`config.mk`:
```
export PLATFORM = sky130hd
export DESIGN_NAME = reader_status_registers
export DESIGN_NICKNAME = d
export VERILOG_FILES = /design/src/design/reader_status_pkg.sv /design/src/design/fifo_level_tracker.sv /design/src/design/reader_status_registers.sv
export VERILOG_INCLUDE_DIRS = /design/src /design/src/design
export SDC_FILE = /design/constraint.sdc
export NUM_CORES = 1
export LEC_CHECK = 0
export BUFFER_PORTS_ARGS = -buffer_cell sky130_fd_sc_hd__clkbuf_2
export CAP_MARGIN = 20
export CORE_MARGIN = 1.5
export CORE_UTILIZATION = 56
export DETAILED_ROUTE_END_ITERATION = 7
export PLACE_DENSITY = 0.82
export SETUP_SLACK_MARGIN = 0.2
export SLEW_MARGIN = 20
export SYNTH_ARGS = -nofsm -noshare
export SYNTH_HDL_FRONTEND = slang
export SYNTH_SLANG_ARGS = --single-unit
```
`constraint.sdc`:
```
create_clock -name sys_clk -period 8.2 [get_ports sys_clk]
set_input_delay 1.64 -clock sys_clk [delete_from_list [all_inputs] [get_ports sys_clk]]
set_output_delay 1.64 -clock sys_clk [all_outputs]
set_load 0.005 [all_outputs]
```
`src/design/reader_status_consts.svh`:
```
// register offsets, field positions, reset values and sizes of the reader status bank
// assumes: included by bare name from the design modules and the bench
`ifndef READER_STATUS_CONSTS_SVH
`define READER_STATUS_CONSTS_SVH

// register offsets on the host register port
`define REG_STATUS_ONE 6'h07
`define REG_STATUS_TWO 6'h08
`define REG_FIFO_DATA 6'h09
`define REG_FIFO_LEVEL 6'h0a
`define REG_WARN_LEVEL 6'h0b
`define REG_BIT_FRAME 6'h0d

// reset values
`define STATUS_ONE_RESET 8'h21
`define STATUS_TWO_RESET 8'h00
`define WARN_LEVEL_RESET 6'h08

// fifo size in bytes
`define FIFO_DEPTH 7'h40

// first status register fields
`define S1_CRC_ZERO 6
`define S1_CRC_DONE 5
`define S1_IRQ 4
`define S1_TIMER 3
`define S1_NEAR_FULL 1
`define S1_NEAR_EMPTY 0

// second status register fields
`define S2_OVERHEAT_CLEAR 7
`define S2_FORCE_FAST 6
`define S2_CIPHER 3

// write-only strobes in neighbouring registers
`define FLUSH_BIT 7
`define BEGIN_TX_BIT 7

`endif

```
`src/design/reader_status_pkg.sv`:
```
// types shared by the reader status bank
// assumes: nothing beyond the constants header
package reader_status_pkg;

	// transmit/receive sequencer states, codes as reported to software
	typedef enum logic [2:0] {
		LINK_IDLE = 3'b000,
		LINK_WAIT_BEGIN = 3'b001,
		LINK_TX_WAIT = 3'b010,
		LINK_TRANSMIT = 3'b011,
		LINK_RX_WAIT = 3'b100,
		LINK_WAIT_DATA = 3'b101,
		LINK_RECEIVE = 3'b110
	} link_state_e;

	// one host register access
	typedef struct packed {
		logic [5:0] addr;
		logic wr;
		logic rd;
		logic [7:0] wdata;
	} host_req_s;

	// live status of the surrounding engines
	typedef struct packed {
		logic checksum_running;
		logic checksum_zero;
		logic [7:0] main_irq_pending;
		logic [7:0] main_irq_enable;
		logic [7:0] misc_irq_pending;
		logic [7:0] misc_irq_enable;
		logic timer_counting;
		logic timer_started;
		logic [1:0] timer_gate_select;
		logic temp_below_limit;
		logic auth_success;
	} engine_status_s;

	// controls and events of the radio link
	typedef struct packed {
		logic transceive_active;
		logic wait_for_field;
		logic rf_field_present;
		logic [7:0] tx_wait_cycles;
		logic [7:0] rx_wait_cycles;
		logic tx_done;
		logic rx_start;
		logic rx_done;
	} link_status_s;

endpackage

```
`src/design/fifo_level_tracker.sv`:
```
// fifo byte count and warning threshold register
// assumes: data port strobes are single-cycle, one access per cycle
`timescale 1ns/100ps
`include "reader_status_consts.svh"

module fifo_level_tracker
(
	input wire logic sys_clk,
	input wire logic sys_rst,
	input wire logic data_write,
	input wire logic data_read,
	input wire logic flush,
	input wire logic thr_write,
	input wire logic [5:0] thr_wdata,
	output logic [6:0] byte_count,
	output logic [5:0] warn_threshold
);

	logic [6:0] count_reg;
	logic [6:0] count_next;
	logic [5:0] thr_reg;
	logic [5:0] thr_next;

	// count moves with data port accesses, saturating at empty and full
	always_comb
	begin
		count_next = count_reg;
		if (flush)
			count_next = 7'h00;
		else if (data_write && !data_read && count_reg != `FIFO_DEPTH)
			count_next = count_reg + 7'h01;
		else if (data_read && !data_write && count_reg != 7'h00)
			count_next = count_reg - 7'h01;
		thr_next = thr_write ? thr_wdata : thr_reg;
	end

	// register count and threshold
	always_ff @(posedge sys_clk or posedge sys_rst)
	begin
		if (sys_rst)
		begin
			count_reg <= 7'h00;
			thr_reg <= `WARN_LEVEL_RESET;
		end
		else
		begin
			count_reg <= count_next;
			thr_reg <= thr_next;
		end
	end

	assign byte_count = count_reg;
	assign warn_threshold = thr_reg;

endmodule

```
`src/design/reader_status_registers.sv`:
```
// reader status bank: two status registers, fifo alerts and the link sequencer
// assumes: host port accesses are single-cycle strobes; engine inputs synchronous to sys_clk
//
// Contract
// - bit 6 of status one: low while checksum runs, high when done with zero result
// - checksum-zero is undefined during transmit and receive; hold its last value then
// - bit 5 of status one reports checksum finished, meaningful for the checksum command
// - bit 4 is high when any interrupt source is pending with its enable set
// - bit 3 is high while the timer unit is counting
// - in gated mode the timer flag follows the gate select, not the gate level
// - bit 1 high when 64 minus fifo count is at most the threshold
// - bit 0 high when fifo count is at most the threshold
// - status one resets to 0x21, status two to 0x00
// - writing 1 to status two bit 7 clears overheat only below the alarm limit
// - status two bit 6 forces the fast input filter when set
// - status two bit 3 shows the stream cipher is active
// - cipher flag set only by successful authentication; software clears it
// - bits 2 to 0 encode the link sequencer state
// - state 010 is transmit wait, minimum from tx wait time, optional field wait
// - state 100 is receive wait, minimum from rx wait time, optional field wait
// - begin-transmit launches transmission only while transceive is active
// - fifo warning threshold is a 6-bit read/write register reset to 0x08
// - fifo count increments on data writes and decrements on data reads
`timescale 1ns/100ps
`include "reader_status_consts.svh"

module reader_status_registers
	import reader_status_pkg::*;
(
	input wire logic sys_clk,
	input wire logic sys_rst,
	input wire host_req_s host_req,
	input wire engine_status_s engine,
	input wire link_status_s link,
	output logic [7:0] reg_rdata,
	output logic overheat_clear_pulse,
	output logic force_fast_input_filter,
	output logic cipher_active,
	output logic [2:0] link_fsm_state,
	output logic tx_enable,
	output logic rx_enable
);

	logic [7:0] status_one_reg;
	logic [7:0] status_one_next;
	logic overheat_clear_reg;
	logic overheat_clear_next;
	logic force_fast_reg;
	logic force_fast_next;
	logic cipher_reg;
	logic cipher_next;
	logic clear_pulse_reg;
	logic clear_pulse_next;
	logic [7:0] rdata_reg;
	logic [7:0] rdata_next;
	link_state_e state_reg;
	link_state_e state_next;
	logic [7:0] wait_cnt_reg;
	logic [7:0] wait_cnt_next;
	logic tx_en_reg;
	logic tx_en_next;
	logic rx_en_reg;
	logic rx_en_next;
	logic [6:0] byte_count;
	logic [5:0] warn_threshold;
	logic wr_status_two;
	logic data_write;
	logic data_read;
	logic begin_transmit;
	logic link_busy;
	logic near_full;
	logic near_empty;
	logic irq_any;
	logic timer_active;
	logic tx_wait_over;
	logic rx_wait_over;
	logic [7:0] status_two_view;

	// host port decode
	assign wr_status_two = host_req.wr && host_req.addr == `REG_STATUS_TWO;
	assign data_write = host_req.wr && host_req.addr == `REG_FIFO_DATA;
	assign data_read = host_req.rd && host_req.addr == `REG_FIFO_DATA;
	assign begin_transmit = host_req.wr && host_req.addr == `REG_BIT_FRAME
		&& host_req.wdata[`BEGIN_TX_BIT];

	// fifo count and warning threshold
	fifo_level_tracker u_level
	(
		.sys_clk(sys_clk),
		.sys_rst(sys_rst),
		.data_write(data_write),
		.data_read(data_read),
		.flush(host_req.wr && host_req.addr == `REG_FIFO_LEVEL
			&& host_req.wdata[`FLUSH_BIT]),
		.thr_write(host_req.wr && host_req.addr == `REG_WARN_LEVEL),
		.thr_wdata(host_req.wdata[5:0]),
		.byte_count(byte_count),
		.warn_threshold(warn_threshold)
	);

	// live conditions feeding status one
	assign near_full = (`FIFO_DEPTH - byte_count) <= {1'b0, warn_threshold};
	assign near_empty = byte_count <= {1'b0, warn_threshold};
	assign irq_any = |(engine.main_irq_pending & engine.main_irq_enable)
		| |(engine.misc_irq_pending & engine.misc_irq_enable);
	assign timer_active = (engine.timer_gate_select != 2'b00) ? engine.timer_started
		: engine.timer_counting;
	assign link_busy = state_reg == LINK_TRANSMIT || state_reg == LINK_RECEIVE;

	// status one is rebuilt from its sources every cycle, except bit 6, which holds during transmit and receive; reserved bits stay zero
	always_comb
	begin
		status_one_next = 8'h00;
		status_one_next[`S1_CRC_ZERO] = link_busy ? status_one_reg[`S1_CRC_ZERO]
			: (!engine.checksum_running && engine.checksum_zero);
		status_one_next[`S1_CRC_DONE] = !engine.checksum_running;
		status_one_next[`S1_IRQ] = irq_any;
		status_one_next[`S1_TIMER] = timer_active;
		status_one_next[`S1_NEAR_FULL] = near_full;
		status_one_next[`S1_NEAR_EMPTY] = near_empty;
	end

	// status one register
	always_ff @(posedge sys_clk or posedge sys_rst)
	begin
		if (sys_rst)
			status_one_reg <= `STATUS_ONE_RESET;
		else
			status_one_reg <= status_one_next;
	end

	// writable and event-set bits of status two
	always_comb
	begin
		overheat_clear_next = overheat_clear_reg;
		force_fast_next = force_fast_reg;
		cipher_next = cipher_reg;
		clear_pulse_next = 1'b0;
		if (wr_status_two)
		begin
			overheat_clear_next = host_req.wdata[`S2_OVERHEAT_CLEAR];
			force_fast_next = host_req.wdata[`S2_FORCE_FAST];
			if (!host_req.wdata[`S2_CIPHER])
				cipher_next = 1'b0;
			clear_pulse_next = host_req.wdata[`S2_OVERHEAT_CLEAR]
				&& engine.temp_below_limit;
		end
		// authentication success wins over a same-cycle software clear
		if (engine.auth_success)
			cipher_next = 1'b1;
	end

	// status two control register
	always_ff @(posedge sys_clk or posedge sys_rst)
	begin
		if (sys_rst)
		begin
			overheat_clear_reg <= 1'b0;
			force_fast_reg <= 1'b0;
			cipher_reg <= 1'b0;
			clear_pulse_reg <= 1'b0;
		end
		else
		begin
			overheat_clear_reg <= overheat_clear_next;
			force_fast_reg <= force_fast_next;
			cipher_reg <= cipher_next;
			clear_pulse_reg <= clear_pulse_next;
		end
	end

	// minimum wait and optional field wait for both wait phases
	assign tx_wait_over = wait_cnt_reg >= link.tx_wait_cycles
		&& (!link.wait_for_field || link.rf_field_present);
	assign rx_wait_over = wait_cnt_reg >= link.rx_wait_cycles
		&& (!link.wait_for_field || link.rf_field_present);

	// link sequencer next state
	always_comb
	begin
		state_next = state_reg;
		wait_cnt_next = (wait_cnt_reg == 8'hff) ? wait_cnt_reg : wait_cnt_reg + 8'h01;
		case (state_reg)
			LINK_IDLE:
				if (link.transceive_active)
					state_next = LINK_WAIT_BEGIN;
			LINK_WAIT_BEGIN:
				if (begin_transmit)
					state_next = LINK_TX_WAIT;
			LINK_TX_WAIT:
				if (tx_wait_over)
					state_next = LINK_TRANSMIT;
			LINK_TRANSMIT:
				if (link.tx_done)
					state_next = LINK_RX_WAIT;
			LINK_RX_WAIT:
				if (rx_wait_over)
					state_next = LINK_WAIT_DATA;
			LINK_WAIT_DATA:
				if (link.rx_start)
					state_next = LINK_RECEIVE;
			LINK_RECEIVE:
				if (link.rx_done)
					state_next = LINK_WAIT_BEGIN;
			default:
				state_next = LINK_IDLE;
		endcase
		// leaving the transceive command drops the sequencer back to idle
		if (!link.transceive_active)
			state_next = LINK_IDLE;
		if (state_next != state_reg)
			wait_cnt_next = 8'h00;
		// enables registered alongside the state so they leave a flop
		tx_en_next = state_next == LINK_TRANSMIT;
		rx_en_next = state_next == LINK_RECEIVE;
	end

	// link sequencer registers
	always_ff @(posedge sys_clk or posedge sys_rst)
	begin
		if (sys_rst)
		begin
			state_reg <= LINK_IDLE;
			wait_cnt_reg <= 8'h00;
			tx_en_reg <= 1'b0;
			rx_en_reg <= 1'b0;
		end
		else
		begin
			state_reg <= state_next;
			wait_cnt_reg <= wait_cnt_next;
			tx_en_reg <= tx_en_next;
			rx_en_reg <= rx_en_next;
		end
	end

	// status two as software sees it
	assign status_two_view = {overheat_clear_reg, force_fast_reg, 2'b00, cipher_reg,
		state_reg};

	// registered read data; unmapped offsets read zero
	always_comb
	begin
		rdata_next = 8'h00;
		if (host_req.rd)
			case (host_req.addr)
				`REG_STATUS_ONE: rdata_next = status_one_reg;
				`REG_STATUS_TWO: rdata_next = status_two_view;
				`REG_FIFO_LEVEL: rdata_next = {1'b0, byte_count};
				`REG_WARN_LEVEL: rdata_next = {2'b00, warn_threshold};
				default: rdata_next = 8'h00;
			endcase
	end

	// read data register
	always_ff @(posedge sys_clk or posedge sys_rst)
	begin
		if (sys_rst)
			rdata_reg <= 8'h00;
		else
			rdata_reg <= rdata_next;
	end

	// outputs straight from flops
	assign reg_rdata = rdata_reg;
	assign overheat_clear_pulse = clear_pulse_reg;
	assign force_fast_input_filter = force_fast_reg;
	assign cipher_active = cipher_reg;
	assign link_fsm_state = state_reg;
	assign tx_enable = tx_en_reg;
	assign rx_enable = rx_en_reg;
endmodule

```
* Word level (Yosys, flattened, before mapping)
Index checks and enable logic that the tools add are counted.
** Word-level totals
- Flip-flop bits (word level) :: 44
- Bits in latches :: 0
- Memory bits (writable) :: 0
- Memory bits (read-only) :: 0
- Input bits :: 80
- Output and inout bits :: 16
- Logic and storage cells :: 93
- Memories kept :: 0
** Cells by class
- Add/sub/neg operators :: 4
- $mul :: 0
- Div/mod/pow operators :: 0
- $lt $le $gt $ge :: 4
- Equal/unequal tests :: 19
- Shift operators :: 0
- Multiplexer cells :: 20
- Bitwise operators :: 3
- Reduce and logical (&&, ||, !) cells :: 30
** Operators by type and width (number)
- $pmux W8 S4 :: 1
- $eq A6 B4 Y1 const B :: 5
- $mux W8 :: 3
- $mux W3 :: 7
- $mux W7 :: 3
- $pmux W3 S7 :: 1
- $and A8 B8 Y8 :: 2
- $ge A8 B8 Y1 :: 2
- $logic_and A1 B1 Y1 :: 16
- $reduce_or A8 Y1 :: 2
- $le A7 B6 Y1 :: 2
- $eq A3 B3 Y1 const B :: 4
- $eq A3 B2 Y1 const B :: 3
- $add A8 B1 Y8 const B :: 1
- $eq A8 B8 Y1 const B :: 1
- $add A7 B1 Y7 const B :: 1
- $ne A7 B7 Y1 const B :: 1
- $reduce_bool A7 Y1 :: 1
- $sub A7 B1 Y7 const B :: 1
- $sub A7 B7 Y7 const A :: 1
- $eq A6 B3 Y1 const B :: 1
- $mux W1 :: 5
- $logic_not A1 Y1 :: 4
- $ne A2 B1 Y1 const B :: 2
- 8 further kinds :: 10

* Logic depth before layout (Yosys ltp)
Gate-level depths: netlist of the first run.
- Depth in word-level cells :: 8
- Mapped depth :: 13
- Gate-level depth less buffers :: 13

* Hierarchy
Synthesis of the first run repeated with hierarchy kept, for this count alone.
** Second synthesis, totals
- Cell total of the unflattened synthesis :: 362
- Area, all modules :: 3352.0 µm²
** Modules (own cells, without submodules)
- reader_status_registers :: instances 1, cells an instance 278, area an instance 2463.6 µm², seq. area each 778.2 µm²
- fifo_level_tracker :: instances 1, cells an instance 84, area an instance 888.4 µm², seq. area each 326.6 µm²

* Worst setup path after synthesis of the first run
Ideal clock, no wire load.
- Path kind :: in2reg
- From :: input host_req[15] (netlist bit)
- To :: register u_level.count_reg[6], in the netlist u_level.byte_count[6]
- Data arrival time :: 3.880 ns
- Required time :: 8.122 ns
- Slack :: 4.243 ns
- Stages on the path :: 11
- Buffers on the path :: 0
- Cells stage by stage :: nor4b_1 nand4b_1 nor2_1 inv_1 ha_1 nor2b_1 o31a_1 o21ai_0 and3_1 o211ai_1 a21oi_1
** On the way
- Cells in the longest elaborated chain, start to end :: 7
** RTL lines
- start, declared :: RTL line reader_status_registers.sv:32 : input wire host_req_s host_req,
- $eq A6 B4 Y1 (no source line)
- $logic_and A1 B1 Y1 (no source line)
- $logic_not A1 Y1 :: RTL line fifo_level_tracker.sv:30 : else if (data_write && !data_read && count_reg != `FIFO_DEPTH)
- $logic_and A1 B1 Y1 :: RTL line fifo_level_tracker.sv:30
- $logic_and A1 B1 Y1 (no source line)
- $mux W7 :: RTL line fifo_level_tracker.sv:30
- $mux W7 :: RTL line fifo_level_tracker.sv:28 : if (flush)
- end signal, assigned :: RTL line fifo_level_tracker.sv:47 : count_reg <= count_next;
- end, declared :: RTL line fifo_level_tracker.sv:19 : logic [6:0] count_reg;
Parallel ways exist; a longest one is shown, timed or not.
A chain may end at the register's enable or synchronous reset.

* Final worst setup path of the first run
Same ends and word-level chain as after synthesis.

==> reports/results.tsv, run 1 <==
metric	value	unit
outcome	complete, no violations	
number of core rows	27	
# setup viols final	0	
Worst Tran Pin Value	831	ps
max incr delay on CP	400	ps
routed vias/inst	5.81	
CP max stage cell	nor4b_1	
Die Width	78.4	um
CTS H-tree lvls	2	
via count	2938	
all-layer global routing usage	27.0	%
final wirelength	7.79	mm
DRC errors left	0	
Adder-Cell Fraction of Synth Area	14.0	%
Synth cell types	61	
worst setup path class	input port to flop	
PwrDens	195	mW/mm^2
Critical Path Start	host_req[15]	
Final Net Count	548	
hold path start	overheat_clear_reg$_DFFE_PP0P_	
Place WS	3750	ps
Achievable Freq	0.236	GHz
number of port buffers	95	
EDFF count, synth	0	
WP data arrival	4420	ps
TritonCTS Buffers	5	
maximum net fanout on the critical path	6	
reg2reg start	u_level.byte_count[4]$_DFFE_PP0P_	
sequential fraction of the synthesis area	34.7	%
fin. max-slew vios	0	
initial antenna violation count	0	
Area Growth Syn to Fin	21.6	%
CTS tree	yes	
asr flop ratio synth	100	%
endpoints failing hold	0	
IO Count	96	
peak supply drop	0.0983	mV
post-CTS resize count	0	
GR Util met3	3.95	%
headroom to the max-slew limit	44.2	%
Flop pwr share	35.7	%
placeable core area	0.00551	mm^2
largest family of logic cells by synthesized area	compound AO/OA/AOI/OAI gates	
leakage	2.00	nW
Combinational Power Share	33.4	%
Clock power frac	30.9	%
Worst setup EP type	flop	
diode count	0	
Layout Utilization	70.3	%
xor and xnor area share after synthesis	3.03	%
Hold Path Class	flop to flop	
Hold-fix buffers, CTS	0	
GR Util met1	35.3	%
Longest Clk Path Bufs	2	
Int Pwr	0.517	mW
Yosys top cell by area	dfrtp_1	
number of global-route vias before repair	2880	
Final Power	0.754	mW
Total Neg Setup Slack	0	ps
Synth top cells by count	dfrtp_1 (41), ha_1 (34), inv_1 (33)	
sw power	0.237	mW
pin count of the biggest net entering global routing	45	
synthesized area per cell	9.44	um^2
Cells after Synth	337	
max_cap viols	0	
CP most frequent cell	a21oi_1	
cell count after placement	498	
DR pass1 iterations	5	
share of post-route cells with drive strength above 1	29.5	%
Final ANT Viol Nets	0	
CTS clk-pin slew, worst paths	90	ps
WP data required	8390	ps
mux cell area share after synthesis	6.45	%
grt total ovfl	0	
most common cell in the synthesized netlist	dfrtp_1	
unrepaired setup endpoints after global routing	false	
grt met2 use	46.6	%
Sink Count	44	
Layout Skew	9.11	ps
FF+latch count, synth	44	
first-pass GRT wire length	13.2	mm
die area	0.00614	mm^2
Starting Density	57.8	%
synth warn	0	
post-route setup slack	3970	ps
syn nets	452	
grt peak-use layer	met2	
Synth Area in Compound Gates	19.1	%
reg2reg path depth	11	
fin crit share	51.6	%
hold depth	1	
Synth Area in Simple Gates	17.5	%
most area-consuming cells after synthesis	dfrtp_1 (32%), ha_1 (13%), mux2_2 (4.2%)	
worst path cell trace	clkbuf_2 -> nor4b_1 -> nand4b_1 -> nor2_1 -> inv_1 -> ha_1 -> nor2b_1 -> o31a_1 -> o21ai_0 -> a21oi_1 -> o211ai_1 -> a21oi_1	
per-cell routed wire length	15.4	um
Setup Buffers After CTS	0	
Finished Layout Cells	506	
Startpoint Class	input port	
clock root cell	clkbuf_8	
clk_lat worst skew	310	ps
Top FF cell, synth	dfrtp_1	
fin crit period	4230	ps
DRT iter0 DRCs	164	
synthesized cell area	0.00318	mm^2
gpl congestion	0.887	
top-area cell type share of the netlist area	32.2	%
DP HPWL	5.91	mm
Die Y	78.4	um
switching part of the total	31.4	%
-- final timing paths --
check,endpoint,slack (ps)
max,u_level.byte_count[6]$_DFFE_PP0P_,3970
min,overheat_clear_reg$_DFFE_PP0P_,510
max reg2reg,u_level.byte_count[6]$_DFFE_PP0P_,4960
min reg2reg,overheat_clear_reg$_DFFE_PP0P_,510
max in group asynchronous,tx_enable$_DFF_PP0_,6370
min in group asynchronous,wait_cnt_reg[2]$_DFFE_PP0P_,1440
-- final cells by class --
type | instances | area (um^2)
clock buffer | 5 | 68.8
inverter | 33 | 124
tap | 72 | 90.1
sequential | 44 | 1100
fill | 427 | 1640
multi-input combinational | 253 | 1910
timing repair buffer | 96 | 483
clock inverter | 3 | 90.1
-- per-layer routing --
metal  vias up  share of wire [%]  wire length, um
met1      1362                 43             3360
li1       1426                  -                -
met3        15                6.5              510
met4         0                1.6              121
met5         -                  0                0
met2       135                 49             3800
-- critical path, delay by kind of cell --
| family | cells | cell delay [ps] |
|---|---|---|
| AOI/OAI and AO/OA | 5 | 960 |
| adders and majority gates | 1 | 340 |
| buffers and inverters | 2 | 260 |
| and+or+nand+nor | 4 | 1220 |
-- logic make-up (layout without fill, tap and decap cells) --
| kind of cell | Yosys count | count (layout) |
|---|---|---|
| mux | 19 | 19 |
| fa+ha+maj | 35 | 35 |
| buf+inv | 40 | 137 |
| xor+xnor | 11 | 11 |
| flops | 44 | 44 |
| compound gates | 84 | 84 |
| simple gates | 104 | 104 |
-- stage by stage --
stage               hold WS (ps)  instance area, um^2
floorplan                    443                 3180
global placement             481                 3710
detailed placement           492                 3710
CTS                          511                 3870
global route                 542                 3870
finish                       514                 3870
-- layout by cell type, fill, tap and decap left out, types with 8 or more instances in the layout --
master / instances
a21o_1: 8
a21oi_1: 16
clkbuf_2: 95
dfrtp_1: 41
ha_1: 34
inv_1: 32
mux2_2: 12
nand2_1: 15
nand3_1: 13
nor2_1: 29
nor3_1: 9
o21ai_0: 12
xnor2_1: 8
-- power groups by stage --
stage | Combinational [mW] | Sequential, mW | Clock, mW
final | 0.252 | 0.269 | 0.233
after global routing | 0.288 | 0.272 | 0.243
after CTS | 0.251 | 0.269 | 0.233
after detailed placement | 0.246 | 0.273 | 0
after global placement | 0.232 | 0.271 | 0
after floorplan | 0.187 | 0.261 | 0
Power figures use the tool's default switching activity.
==> run 2, diff against run 1 <==
CORE_UTILIZATION = 47   (was 56)
PLACE_DENSITY = 0.73   (was 0.82)
clock period = 3.79 ns   (was 8.2 ns; I/O delays follow)
==> run 2 against run 1 <==
Compared with the run above: the run now ends with design-rule violations left; total power rose by 100%; die area rose by 18%; design area fell by 0.49%; critical endpoint unchanged; largest power group unchanged.
==> reports/results.tsv, run 2 (same netlist as run 1, synthesis figures left out) <==
metric	value	unit	change
Hold Path Class	flop to flop		
outcome	finished, violations left		
DRC errors left	5		+5
Worst Tran Pin Value	772	ps	-58.8 ps
Final Net Count	549		+0.18%
first-pass GRT wire length	12.9	mm	-2.1%
DR top layer	met4		
met2 WL post-DR	3.57	mm	-5.9%
WP data required	4020	ps	-4370 ps
routed vias/inst	5.69		-2.1%
unrepaired setup endpoints after global routing	false		
fin area	0.00385	mm^2	-0.49%
placeable core area	0.00646	mm^2	+17%
fill cell count	569		+33%
DP HPWL	6.12	mm	+3.6%
IO Count	96		unchanged
Achievable Freq	0.313	GHz	
share of post-route cells with drive strength above 1	29.7	%	+0.16 points
Die Width	85.3	um	+8.8%
max incr delay on CP	510	ps	+110 ps
worst path cell trace	or3_1 -> nor3_1 -> nor2_1 -> inv_1 -> ha_1 -> nor2b_1 -> o31a_1 -> o21ai_0 -> and3_1 -> o211ai_1 -> a21oi_1		
Longest Clk Path Bufs	2		unchanged
all-layer global routing usage	22.5	%	-4.5 points
die area	0.00727	mm^2	+18%
CP max stage cell	dfrtp_1		
via count	2911		-0.92%
most frequent cells in the layout	clkbuf_2 (95), dfrtp_1 (41), ha_1 (34)		
number of core rows	29		+7.4%
Startpoint Class	flop		
final wirelength	7.61	mm	-2.3%
Sink Count	44		unchanged
Layout Utilization	59.6	%	-11 points
grt total ovfl	0		unchanged
failing checks	design-rule violations		
CTS clk-pin slew, worst paths	80	ps	about the same
clock root cell	clkbuf_8		
Worst setup EP type	flop		
Setup Buffers After CTS	0		unchanged
peak supply drop	0.202	mV	+110%
number of global-route vias before repair	2879		-0.035%
# setup viols final	0		unchanged
Place WS	301	ps	-3450 ps
clk_lat worst skew	300	ps	about the same
number of port buffers	95		unchanged
fin crit period	3200	ps	
diode count	0		unchanged
per-cell routed wire length	14.9	um	-3.5%
dpl cell area	0.00372	mm^2	+0.37%
headroom to the max-slew limit	48.1	%	+4.0 points
Starting Density	49.3	%	-8.5 points
worst setup path class	flop to flop		
pin count of the biggest net entering global routing	45		unchanged
routed metal-1 wire length	3.47	mm	+3.1%
fin crit share	84.3	%	
Layout Skew	10.7	ps	+1.63 ps
CTS H-tree lvls	2		unchanged
Crit path buffers/inverters	1		-1
CTS tree	yes		
maximum net fanout on the critical path	8		+2
endpoints failing hold	0		unchanged
delay-heaviest family, CP	simple AND/OR/NAND/NOR gates		
Final ANT Viol Nets	0		unchanged
leakage	1.99	nW	-0.49%
post-CTS resize count	0		unchanged
PwrDens	391	mW/mm^2	+100%
initial antenna violation count	0		unchanged
max_cap viols	0		unchanged
DR pass1 iterations	7		+2
Total Neg Setup Slack	0	ps	unchanged
WP data arrival	3420	ps	-1000 ps
Die Y	85.3	um	+8.8%
met3 routed WL	455	um	-11%
post-route setup slack	594	ps	-3370 ps
Hold-fix buffers, CTS	0		unchanged
commonest non-fill, non-tap cell in the layout	clkbuf_2		
DRT iter0 DRCs	201		+23%
gpl congestion	0.848		-4.5%
TritonCTS Buffers	5		unchanged
Area Growth Syn to Fin	21.0	%	
fin. max-slew vios	0		unchanged
## run 2: metal layers
layer,vias to the layer above,global-route usage [%]
li1,1422,-
met1,1358,30.3
met2,122,37.0
met3,9,3.60
met4,0,7.48
met5,-,0
## run 2: layout make-up
type	count	area, um^2	share of cell area [%]
multi-input cells	253	1910	49.6
flip-flops and latches	44	1100	28.7
repair buffers	97	490	12.7
inverters	33	124	3.22
clock buffers	7	96.3	2.50
well taps	77	96.3	2.50
clock inverters	1	30.0	0.780
## run 2: worst paths after layout
path | slack, ps | cells after the start | end | from
max | 590 | 11 | u_level.byte_count[6]$_DFFE_PP0P_ | u_level.byte_count[2]$_DFFE_PP0P_
min | 510 | 1 | overheat_clear_reg$_DFFE_PP0P_ | overheat_clear_reg$_DFFE_PP0P_
max reg2reg | 590 | 11 | u_level.byte_count[6]$_DFFE_PP0P_ | u_level.byte_count[2]$_DFFE_PP0P_
min reg2reg | 510 | 1 | overheat_clear_reg$_DFFE_PP0P_ | overheat_clear_reg$_DFFE_PP0P_
max in group asynchronous | 2830 | 3 | u_level.warn_threshold[3]$_DFFE_PP1P_ | sys_rst
min in group asynchronous | 560 | 3 | wait_cnt_reg[0]$_DFFE_PP0P_ | sys_rst
## run 2: power breakdown
group / total, mW / internal, mW / switching [mW]
Combinational: 0.539 / 0.269 / 0.269
Sequential: 0.580 / 0.520 / 0.0602
Clock: 0.386 / 0.233 / 0.154
Total: 1.50 / 1.02 / 0.483
## run 2: through the flow
stage                     power, mW  hold WS (ps)  cells
after CTS                      1.52           519    512
after global placement         1.10           484    504
after floorplan               0.968           443    337
final                          1.50           515    512
after global routing           1.62           533    512
after detailed placement       1.12           499    504
